[config.mk]
export PLATFORM = sky130hd
export DESIGN_NAME = pbcs_top
export DESIGN_NICKNAME = d
export VERILOG_FILES = /design/src/pbcs_pkg.sv /design/src/pbcs_top.sv /design/src/pbcs_clk_switch.sv
export SDC_FILE = /design/constraint.sdc
export NUM_CORES = 1
export LEC_CHECK = 0
export ABC_AREA = 1
export ABC_CLOCK_PERIOD_IN_PS = 2900
export BUFFER_PORTS_ARGS = -buffer_cell sky130_fd_sc_hd__buf_4
export CAP_MARGIN = 40
export CORE_ASPECT_RATIO = 0.6
export CORE_MARGIN = 1
export CORE_UTILIZATION = 50
export CTS_CLUSTER_SIZE = 24
export DETAILED_ROUTE_END_ITERATION = 7
export PLACE_DENSITY = 0.81
export SLEW_MARGIN = 20
export SYNTH_ARGS = -nofsm -noshare
export SYNTH_HDL_FRONTEND = slang
export SYNTH_SLANG_ARGS = --single-unit
[constraint.sdc]
create_clock -name clock_i -period 2.9 [get_ports clock_i]
set_input_delay 0.58 -clock clock_i [delete_from_list [all_inputs] [get_ports clock_i]]
set_output_delay 0.58 -clock clock_i [all_outputs]
set_load 0.01 [all_outputs]
[src/pbcs_pkg.sv]
package pbcs_pkg;

  // Register indices; byte address is four times the index
  localparam logic [7:0] CTRL_IDX = 8'h36;
  localparam logic [7:0] MULH_IDX = 8'h38;
  localparam logic [7:0] MULL_IDX = 8'h39;
  localparam logic [7:0] RANGE_IDX = 8'h3a;
  localparam logic [7:0] STAT_IDX = 8'h3c;

  // Control register field positions
  localparam int CTRL_EN_BIT = 5;
  localparam int CTRL_SEL_BIT = 4;
  localparam int CTRL_VPR_LSB = 0;

  // Values after reset
  localparam logic [7:0] CTRL_RST = 8'h20;
  localparam logic [3:0] MULH_RST = 4'h0;
  localparam logic [7:0] MULL_RST = 8'h40;
  localparam logic [7:0] RANGE_RST = 8'h40;

  // Edges of the new source before it takes over
  localparam logic [1:0] SWITCH_EDGES = 2'h3;

  localparam logic [1:0] RESP_OKAY = 2'h0;
  localparam logic [1:0] RESP_SLVERR = 2'h2;

  typedef enum logic [2:0] {
    REG_NONE = 3'b000,
    REG_CTRL = 3'b001,
    REG_MULH = 3'b010,
    REG_MULL = 3'b011,
    REG_RANGE = 3'b100,
    REG_STAT = 3'b101
  } pbcs_reg_e;

  typedef enum logic [1:0] {
    SW_RUN = 2'b00,
    SW_GATE = 2'b01,
    SW_WAIT = 2'b10
  } pbcs_sw_e;

  typedef struct packed {
    logic [11:0] awaddr;
    logic awvalid;
    logic [31:0] wdata;
    logic [3:0] wstrb;
    logic wvalid;
    logic bready;
    logic [11:0] araddr;
    logic arvalid;
    logic rready;
  } pbcs_axi_req_s;

  typedef struct packed {
    logic awready;
    logic wready;
    logic bvalid;
    logic [1:0] bresp;
    logic arready;
    logic rvalid;
    logic [31:0] rdata;
    logic [1:0] rresp;
  } pbcs_axi_rsp_s;

  typedef struct packed {
    logic xs1;
    logic xs2;
    logic xs3;
    logic vs1;
    logic vs2;
    logic vs3;
    logic cur_sel;
    pbcs_sw_e state;
    logic [1:0] cnt;
    logic base;
  } pbcs_sw_s;

endpackage

[src/pbcs_top.sv]
`timescale 1ns/1ps
// What this block does
// - Switch completes after at most three edges of each source clock.
// - Base clock stays static while a source switch is in progress.
// - Selected source divided by two.
// - Select bit clear picks crystal clock, set picks VCO clock.
// - VCO clock cannot be selected while the PLL is off.
// - PLL cannot be switched off while the VCO clock is selected.
// - PLL on/off and VCO select/deselect never change in one write.
// - Zero linear multiplier disables PLL and forces the crystal clock.
// - Feedback multiplier zero behaves exactly as one.
// - Feedback divider divides VCO clock by the multiplier.
// - Reset sets PLL enable and clears the select bit.
// - Programming registers ignore writes while the PLL is enabled.
module pbcs_top (
  input wire logic clock_i,
  input wire logic sys_rst_i,
  input wire pbcs_pkg::pbcs_axi_req_s axi_i,
  output pbcs_pkg::pbcs_axi_rsp_s axi_o,
  input wire logic crystal_clock_i,
  input wire logic vco_clock_i,
  output logic base_clock_o,
  output logic pll_enable_o,
  output logic [1:0] vco_power_range_o,
  output logic [11:0] feedback_multiplier_o,
  output logic [7:0] vco_range_select_o,
  output logic vco_feedback_o,
  output logic source_busy_o
);

  typedef struct packed {
    logic aw_got;
    logic [11:0] awaddr;
    logic w_got;
    logic [31:0] wdata;
    logic [3:0] wstrb;
    logic bvalid;
    logic [1:0] bresp;
    logic rvalid;
    logic [31:0] rdata;
    logic [1:0] rresp;
    logic en;
    logic base_clock_select;
    logic [1:0] vco_power_range_bits;
    logic [3:0] mul_hi;
    logic [7:0] mul_lo;
    logic [7:0] vrs;
    logic [11:0] fb_cnt;
    logic fb_pulse;
  } pbcs_top_s;

  pbcs_top_s s;
  pbcs_top_s next_s;
  logic active_sel;
  logic busy;
  logic vco_rise;
  logic pll_active;
  logic [11:0] div_n;

  function automatic pbcs_pkg::pbcs_reg_e decode(input logic [11:0] addr);
    pbcs_pkg::pbcs_reg_e r;
    r = pbcs_pkg::REG_NONE;
    if (addr[1:0] != 2'h0) begin
      r = pbcs_pkg::REG_NONE;
    end else if (addr[11:2] == {2'h0, pbcs_pkg::CTRL_IDX}) begin
      r = pbcs_pkg::REG_CTRL;
    end else if (addr[11:2] == {2'h0, pbcs_pkg::MULH_IDX}) begin
      r = pbcs_pkg::REG_MULH;
    end else if (addr[11:2] == {2'h0, pbcs_pkg::MULL_IDX}) begin
      r = pbcs_pkg::REG_MULL;
    end else if (addr[11:2] == {2'h0, pbcs_pkg::RANGE_IDX}) begin
      r = pbcs_pkg::REG_RANGE;
    end else if (addr[11:2] == {2'h0, pbcs_pkg::STAT_IDX}) begin
      r = pbcs_pkg::REG_STAT;
    end
    return r;
  endfunction

  // Divide ratio with zero read as one
  function automatic logic [11:0] eff_mul(input logic [3:0] hi,
                                          input logic [7:0] lo);
    logic [11:0] m;
    m = {hi, lo};
    if (m == 12'h000) begin
      m = 12'h001;
    end
    return m;
  endfunction

  assign pll_active = s.en && (s.vrs != 8'h00);
  assign div_n = eff_mul(s.mul_hi, s.mul_lo);

  pbcs_clk_switch u_switch (
    .clock_i(clock_i),
    .sys_rst_i(sys_rst_i),
    .crystal_clock_i(crystal_clock_i),
    .vco_clock_i(vco_clock_i),
    .sel_i(s.base_clock_select),
    .base_clock_o(base_clock_o),
    .active_sel_o(active_sel),
    .busy_o(busy),
    .vco_rise_o(vco_rise)
  );

  always_comb begin
    pbcs_pkg::pbcs_reg_e wsel;
    pbcs_pkg::pbcs_reg_e rsel;
    logic [7:0] d;
    logic want_en;
    logic want_sel;
    logic [7:0] rd;
    wsel = decode(s.awaddr);
    rsel = decode(axi_i.araddr);
    d = s.wdata[7:0];
    want_en = d[pbcs_pkg::CTRL_EN_BIT];
    want_sel = d[pbcs_pkg::CTRL_SEL_BIT];
    rd = 8'h00;
    next_s = s;
    next_s.fb_pulse = 1'b0;

    // Write address and data taken in either order
    if (axi_i.awvalid && !s.aw_got) begin
      next_s.aw_got = 1'b1;
      next_s.awaddr = axi_i.awaddr;
    end
    if (axi_i.wvalid && !s.w_got) begin
      next_s.w_got = 1'b1;
      next_s.wdata = axi_i.wdata;
      next_s.wstrb = axi_i.wstrb;
    end
    if (s.bvalid && axi_i.bready) begin
      next_s.bvalid = 1'b0;
    end

    // Register write once both halves are held
    if (s.aw_got && s.w_got && !s.bvalid) begin
      next_s.aw_got = 1'b0;
      next_s.w_got = 1'b0;
      next_s.bvalid = 1'b1;
      next_s.bresp = pbcs_pkg::RESP_OKAY;
      if (wsel == pbcs_pkg::REG_NONE) begin
        next_s.bresp = pbcs_pkg::RESP_SLVERR;
      end else if (s.wstrb[0]) begin
        if (wsel == pbcs_pkg::REG_CTRL) begin
          next_s.en = want_en || s.base_clock_select;
          if (next_s.en != s.en) begin
            next_s.base_clock_select = s.base_clock_select;
          end else begin
            next_s.base_clock_select = want_sel && s.en && (s.vrs != 8'h00);
          end
          if (!s.en) begin
            next_s.vco_power_range_bits = d[pbcs_pkg::CTRL_VPR_LSB +: 2];
          end
        end else if (wsel == pbcs_pkg::REG_MULH) begin
          if (!s.en) begin
            next_s.mul_hi = d[3:0];
          end
        end else if (wsel == pbcs_pkg::REG_MULL) begin
          if (!s.en) begin
            next_s.mul_lo = d;
          end
        end else if (wsel == pbcs_pkg::REG_RANGE) begin
          if (!s.en) begin
            next_s.vrs = d;
          end
        end
      end
    end

    // Zero linear multiplier keeps the crystal clock
    if (next_s.vrs == 8'h00) begin
      next_s.base_clock_select = 1'b0;
    end

    // Read channel
    if (s.rvalid && axi_i.rready) begin
      next_s.rvalid = 1'b0;
    end
    if (axi_i.arvalid && !s.rvalid) begin
      next_s.rvalid = 1'b1;
      next_s.rresp = pbcs_pkg::RESP_OKAY;
      if (rsel == pbcs_pkg::REG_CTRL) begin
        rd = {2'h0, s.en, s.base_clock_select, 2'h0, s.vco_power_range_bits};
      end else if (rsel == pbcs_pkg::REG_MULH) begin
        rd = {4'h0, s.mul_hi};
      end else if (rsel == pbcs_pkg::REG_MULL) begin
        rd = s.mul_lo;
      end else if (rsel == pbcs_pkg::REG_RANGE) begin
        rd = s.vrs;
      end else if (rsel == pbcs_pkg::REG_STAT) begin
        rd = {5'h00, pll_active, busy, active_sel};
      end else begin
        next_s.rresp = pbcs_pkg::RESP_SLVERR;
      end
      next_s.rdata = {24'h000000, rd};
    end

    // Feedback divider, one pulse per N VCO cycles
    if (!pll_active) begin
      next_s.fb_cnt = 12'h000;
    end else if (vco_rise) begin
      if (s.fb_cnt >= div_n - 12'h001) begin
        next_s.fb_cnt = 12'h000;
        next_s.fb_pulse = 1'b1;
      end else begin
        next_s.fb_cnt = s.fb_cnt + 12'h001;
      end
    end
  end

  always_ff @(posedge clock_i) begin
    if (sys_rst_i) begin
      s <= '0;
      s.en <= pbcs_pkg::CTRL_RST[pbcs_pkg::CTRL_EN_BIT];
      s.base_clock_select <= pbcs_pkg::CTRL_RST[pbcs_pkg::CTRL_SEL_BIT];
      s.vco_power_range_bits <= pbcs_pkg::CTRL_RST[pbcs_pkg::CTRL_VPR_LSB +: 2];
      s.mul_hi <= pbcs_pkg::MULH_RST;
      s.mul_lo <= pbcs_pkg::MULL_RST;
      s.vrs <= pbcs_pkg::RANGE_RST;
    end else begin
      s <= next_s;
    end
  end

  assign axi_o.awready = !s.aw_got;
  assign axi_o.wready = !s.w_got;
  assign axi_o.bvalid = s.bvalid;
  assign axi_o.bresp = s.bresp;
  assign axi_o.arready = !s.rvalid;
  assign axi_o.rvalid = s.rvalid;
  assign axi_o.rdata = s.rdata;
  assign axi_o.rresp = s.rresp;
  assign pll_enable_o = pll_active;
  assign vco_power_range_o = s.vco_power_range_bits;
  assign feedback_multiplier_o = div_n;
  assign vco_range_select_o = s.vrs;
  assign vco_feedback_o = s.fb_pulse;
  assign source_busy_o = busy;

  chk_sel_needs_en: assert property (
    @(posedge clock_i) disable iff (sys_rst_i)
    $rose(s.base_clock_select) |-> $past(s.en))
    else $error("VCO selected while PLL was off");

  chk_en_held_sel: assert property (
    @(posedge clock_i) disable iff (sys_rst_i)
    s.base_clock_select |=> s.en)
    else $error("PLL switched off while VCO selected");

  chk_no_dual_change: assert property (
    @(posedge clock_i) disable iff (sys_rst_i)
    not ($changed(s.en) && $changed(s.base_clock_select)))
    else $error("enable and select changed together");

  chk_zero_range: assert property (
    @(posedge clock_i) disable iff (sys_rst_i)
    (s.vrs == 8'h00) |-> (!s.base_clock_select && !pll_enable_o))
    else $error("zero linear multiplier left PLL usable");

  chk_reset_state: assert property (
    @(posedge clock_i)
    $past(sys_rst_i) && !sys_rst_i |-> (s.en && !s.base_clock_select))
    else $error("wrong enable or select after reset");

  chk_prog_lock: assert property (
    @(posedge clock_i) disable iff (sys_rst_i)
    $past(s.en) |-> ($stable(s.mul_lo) && $stable(s.vrs)
                     && $stable(s.mul_hi)))
    else $error("programming changed while PLL enabled");

  chk_fb_bound: assert property (
    @(posedge clock_i) disable iff (sys_rst_i)
    s.fb_cnt < div_n)
    else $error("feedback count reached the divide ratio");

  chk_zero_is_one: assert property (
    @(posedge clock_i) disable iff (sys_rst_i)
    ({s.mul_hi, s.mul_lo} == 12'h000) |-> (feedback_multiplier_o == 12'h001))
    else $error("zero multiplier not treated as one");

  chk_select_follow: assert property (
    @(posedge clock_i) disable iff (sys_rst_i)
    !busy && $past(!busy) && (s.base_clock_select == $past(s.base_clock_select)) && $past(s.base_clock_select) ==
      $past(active_sel, 2) |-> (active_sel == $past(active_sel)))
    else $error("active source changed without a request");

  chk_src_matches: assert property (
    @(posedge clock_i) disable iff (sys_rst_i)
    (!busy && $stable(s.base_clock_select)) |-> (active_sel == s.base_clock_select))
    else $error("idle source differs from the select bit");

  chk_switch_starts: assert property (
    @(posedge clock_i) disable iff (sys_rst_i)
    ($changed(s.base_clock_select) && !busy) |=> busy)
    else $error("select change did not start a switch");

  chk_off_needs_xtal: assert property (
    @(posedge clock_i) disable iff (sys_rst_i)
    $fell(s.en) |-> $past(!s.base_clock_select))
    else $error("PLL turned off while VCO was selected");

  chk_vpr_lock: assert property (
    @(posedge clock_i) disable iff (sys_rst_i)
    $past(s.en) |-> $stable(s.vco_power_range_bits))
    else $error("power range bits changed while PLL enabled");

  chk_off_quiet: assert property (
    @(posedge clock_i) disable iff (sys_rst_i)
    !pll_active |=> (!s.fb_pulse && (s.fb_cnt == 12'h000)))
    else $error("feedback divider ran while PLL disabled");

  chk_pulse_single: assert property (
    @(posedge clock_i) disable iff (sys_rst_i)
    s.fb_pulse |=> !s.fb_pulse)
    else $error("feedback pulse longer than one cycle");

  chk_pulse_wrap: assert property (
    @(posedge clock_i) disable iff (sys_rst_i)
    s.fb_pulse |-> ((s.fb_cnt == 12'h000) && $past(vco_rise)))
    else $error("feedback pulse without a counter wrap");

  chk_bvalid_hold: assert property (
    @(posedge clock_i) disable iff (sys_rst_i)
    (s.bvalid && !axi_i.bready) |=> (s.bvalid && $stable(s.bresp)))
    else $error("write response dropped before it was taken");

  chk_rvalid_hold: assert property (
    @(posedge clock_i) disable iff (sys_rst_i)
    (s.rvalid && !axi_i.rready) |=>
      (s.rvalid && $stable(s.rdata) && $stable(s.rresp)))
    else $error("read data dropped before it was taken");

  chk_bad_addr_quiet: assert property (
    @(posedge clock_i) disable iff (sys_rst_i)
    (s.aw_got && s.w_got && !s.bvalid &&
      (decode(s.awaddr) == pbcs_pkg::REG_NONE)) |=>
      ($stable(s.en) && $stable(s.base_clock_select) && $stable(s.vrs)))
    else $error("write to an unmapped address changed state");

endmodule

[src/pbcs_clk_switch.sv]
`timescale 1ns/1ps
module pbcs_clk_switch (
  input wire logic clock_i,
  input wire logic sys_rst_i,
  input wire logic crystal_clock_i,
  input wire logic vco_clock_i,
  input wire logic sel_i,
  output logic base_clock_o,
  output logic active_sel_o,
  output logic busy_o,
  output logic vco_rise_o
);

  pbcs_pkg::pbcs_sw_s s;
  pbcs_pkg::pbcs_sw_s next_s;
  logic xr;
  logic vr;
  logic old_lvl;
  logic old_rise;
  logic new_rise;

  // Rising edges seen after the second synchroniser stage
  assign xr = s.xs2 & ~s.xs3;
  assign vr = s.vs2 & ~s.vs3;
  assign old_lvl = s.cur_sel ? s.vs2 : s.xs2;
  assign old_rise = s.cur_sel ? vr : xr;
  assign new_rise = sel_i ? vr : xr;

  always_comb begin
    next_s = s;
    next_s.xs1 = crystal_clock_i;
    next_s.xs2 = s.xs1;
    next_s.xs3 = s.xs2;
    next_s.vs1 = vco_clock_i;
    next_s.vs2 = s.vs1;
    next_s.vs3 = s.vs2;
    case (s.state)
      pbcs_pkg::SW_RUN: begin
        if (sel_i != s.cur_sel) begin
          next_s.state = pbcs_pkg::SW_GATE;
        end else if (old_rise) begin
          next_s.base = ~s.base;
        end
      end
      pbcs_pkg::SW_GATE: begin
        if (sel_i == s.cur_sel) begin
          next_s.state = pbcs_pkg::SW_RUN;
        end else if (!old_lvl) begin
          next_s.state = pbcs_pkg::SW_WAIT;
          next_s.cnt = 2'h0;
        end
      end
      pbcs_pkg::SW_WAIT: begin
        if (new_rise) begin
          if (s.cnt == pbcs_pkg::SWITCH_EDGES - 2'h1) begin
            next_s.cur_sel = sel_i;
            next_s.state = pbcs_pkg::SW_RUN;
          end else begin
            next_s.cnt = s.cnt + 2'h1;
          end
        end
      end
      default: begin
        next_s.state = pbcs_pkg::SW_RUN;
      end
    endcase
  end

  always_ff @(posedge clock_i) begin
    if (sys_rst_i) begin
      s <= '0;
    end else begin
      s <= next_s;
    end
  end

  assign base_clock_o = s.base;
  assign active_sel_o = s.cur_sel;
  assign busy_o = (s.state != pbcs_pkg::SW_RUN);
  assign vco_rise_o = vr;

  chk_hold_static: assert property (
    @(posedge clock_i) disable iff (sys_rst_i)
    (s.state != pbcs_pkg::SW_RUN) |=> $stable(s.base))
    else $error("base clock moved during a source switch");

  chk_edge_count: assert property (
    @(posedge clock_i) disable iff (sys_rst_i)
    (s.state == pbcs_pkg::SW_WAIT) |-> (s.cnt < pbcs_pkg::SWITCH_EDGES))
    else $error("switch waited beyond three edges");

  chk_half_rate: assert property (
    @(posedge clock_i) disable iff (sys_rst_i)
    $changed(s.base) |-> $past(old_rise && s.state == pbcs_pkg::SW_RUN))
    else $error("base clock toggled without a source edge");

endmodule

==> reports/results.ini <==
[status]
outcome = finished clean

[synthesis]
yosysWarnings = 0
post-synth-top-area-cell = dfxtp_1
synthCells = 699
yosysSeqAreaShare_pct = 33.93
synth.top_cells.by_area = dfxtp_1 (34%), nor2_1 (8.4%), buf_4 (7.3%)
yosysUniqueCellTypes = 43
syn_area_mm2 = 0.004956
synth_area_per_cell_um2 = 7.090
synth_top_area_share_pct = 33.93
synth-seq-cells = 84

[setup_path]
crit_arrival_ps = 2960
critPathLaunchType = flop
r2r-start = s[29]
critPathSlowestCell = dfxtp_2
path_max_fanout = 12
reg2reg_depth = 21
critPathMaxStageDelay_ps = 360
worstSetupPathType = reg -> reg
timing.rr.end = s[11]
crit_buf_inv = 3
critical-path-top-delay-family = simple AND/OR/NAND/NOR gates
endpoint_kind = flop
crit_start = s[29]
critPathRequiredTime_ps = 3180
path_cells = inv_1 > nand3_2 > nor2_4 > a31oi_4 > inv_2 > nor3_2 > nand2_1 > xor2_1 > ha_1 > nand2_1 > nor2_1 > a211oi_1 > nand2_1 > nand2_1 > nand2_1 > nand2_1 > nand2_2 > nand2_1 > nand2_1 > buf_12 > nor2_1
reg2reg_slack_ps = 220
cpMostUsedCell = nand2_1

[floorplan]
die_width_um = 130.5
die_h_um = 79.12
die-area_mm2 = 0.01033
start_util_pct = 52.77
design.core.area_mm2 = 0.009392
io_pins = 136
rows = 27

[global_routing]
grt_pass1_vias = 4313
antenna_found_initial = 0
grt_max_degree = 39
grt-ovfl-total = 0
grt_use_total_pct = 25.03
grt_pass1_wl_um = 20110

[layout]
final_common_cell = nor2_1
area_delta_synth_final_pct = 19.19
layout-drive-gt1-share_pct = 22.40
num_antenna_cells = 0
nets = 850
final_cell_mix = nor2_1 (108), buf_4 (98), inv_1 (89), nand2_1 (87), dfxtp_1 (81)
utilization_pct = 62.90

[place]
portBuffers = 82
dp_slack_ps = 44.13
gp_congestion = 0.9094
dp_hpwl_um = 9528

[run]
cap_violations = 0

[power]
comb_power_share_pct = 14.1
p_switching_mw = 0.7736
irDropWorstVdd_mv = 0.3123
power_per_cell_area_mw_per_mm2 = 474.4
intPower_mw = 2.029
pwr-share-clk_pct = 41.6
p_sw_share_pct = 27.61
p_leak_nw = 2.773
seqPwrFrac_pct = 44.3

[clocking]
cts_num_sinks = 84
root_buffer = clkbuf_16
htreeDepth = 3
clk_pin_slew_ps = 70
clockBufferDepth = 2
numCtsBuffers = 9
worst_skew_pair.late_latency_ps = 340
cts_hold_buf = 0
cts_tree = yes

[routing]
viasPerCell = 5.222
drt_pass1_iterations = 5
drtAntennaViolNets = 0
drc = 0
vias = 4689
wl_per_cell_um = 14.04
wl_um = 12610
drt-initial-drc-count = 356

[sta]
fin_tns_setup_ps = 0
fin_crit_ps = 2681
drv_slew = 0
finalHoldViolations = 0
slew_headroom_pct = 51.54
skew_ps = 7.066
fin_crit_sh_pct = 92.45
setup_slack_ps = 218.9
setup_violations = 0
fmax_ghz = 0.3730
worst_pin_slew_ps = 719.3

[hold_path]
holdCritPathClass = reg -> reg
holdPathEnd = u_switch.next_s[9]
holdPathStages = 2
min-delay-start = u_switch.next_s[10]

==> layer usage <==
layer	up-vias	track usage [%]	wire (um)
li1	2289	-	-
met1	2177	32.84	5738
met2	205	41.32	5628
met3	18	5.593	1119
met4	0	6.552	124
met5	-	0	0
==> area by class of cell <==
class / instances / area, um2
clock inverter: 6 / 71.32
fill: 838 / 3485
clock buffer: 10 / 229.0
multi-input combinational: 471 / 2621
timing repair buffer: 100 / 770.7
inverter: 97 / 366.6
tap: 130 / 162.7
sequential: 84 / 1685
==> power groups by stage <==
stage | Combinational, mW | Clock (mW) | Sequential [mW]
global route | 0.446 | 1.22 | 1.25
global placement | 0.366 | 0 | 1.26
detailed placement | 0.389 | 0 | 1.26
floorplan | 0.283 | 0 | 1.26
CTS | 0.392 | 1.17 | 1.24
finish | 0.395 | 1.17 | 1.24
==> per-stage QoR <==
step           cell area, um2  hold WS (ps)  total power [mW]  cells
6_report                 5907         402.7             2.802    898
5_1_grt                  5907         432.8             2.916    898
3_5_place_dp             5523         393.1             1.653    881
2_1_floorplan            5050         388.3             1.540    724
4_1_cts                  5826         402.3             2.805    897
3_3_place_gp             5508         393.4             1.629    880
==> flip-flops by register name, summed over array words and instances (netlist names) <==
| signal | flops |
|---|---|
| s | 49 |
| u_switch.base_clock_o | 1 |
| u_switch.s | 6 |
| u_switch.next_s | 4 |
| axi_o | 12 |
| u_switch.active_sel_o | 1 |
| vco_power_range_o | 2 |
| vco_range_select_o | 8 |
| vco_feedback_o | 1 |
==> cell families (layout without fill, tap and decap cells) <==
kind of cell,count (synthesis),in the layout,synth area share [%]
simple gates,282,282,26.74
buf+inv,169,213,16.54
compound gates,120,120,13.71
flops,84,84,33.93
xor+xnor,23,23,4.065
fa+ha+maj,18,18,4.544
mux,2,2,0.4040
other cells,1,26,0.07567
==> worst max path at each step <==
stage | end | slack (ps) | depth (start not counted)
after floorplan | s[10] | 200 | 21
after global placement | s[1] | 110 | 20
after detailed placement | s[11] | 40 | 20
after CTS | s[11] | 30 | 20
after global routing | s[12] | -20 | 21
final | s[11] | 220 | 21
==> cell usage after synthesis (all sizes together) <==
| cell type | instances |
|---|---|
| o21ai | 45 |
| a211oi | 8 |
| mux2i | 2 |
| inv | 96 |
| clkbuf | 20 |
| a31oi | 2 |
| o21bai | 1 |
| nor2 | 123 |
| a21oi | 50 |
| o211ai | 5 |
| nand4 | 14 |
| o31ai | 2 |
| dfxtp | 84 |
| conb | 1 |
| xnor2 | 7 |
| xor2 | 16 |
| and3 | 1 |
| o22ai | 4 |
| ha | 18 |
| nand3b | 1 |
| clkinv | 1 |
| nand3 | 37 |
| a21boi | 2 |
| buf | 52 |
| nand2 | 97 |
| nor3 | 9 |
| o21a | 1 |
==> tightest hold or removal path, delay by kind of cell (launching register included) <==
kind,cells,cell delay (ps)
AND/OR/NAND/NOR,1,30
buffers and inverters,1,40
flip-flops,1,300
==> what timing repair did <==
| item | 4_1_cts | 5_1_grt |
|---|---|---|
| setup endpoints to repair | 10 | 13 |
| setup buffers | 0 | 1 |
| pin swaps | 0 | 6 |
| resized for setup | 1 | 19 |
(Power assumes the default switching activity.)
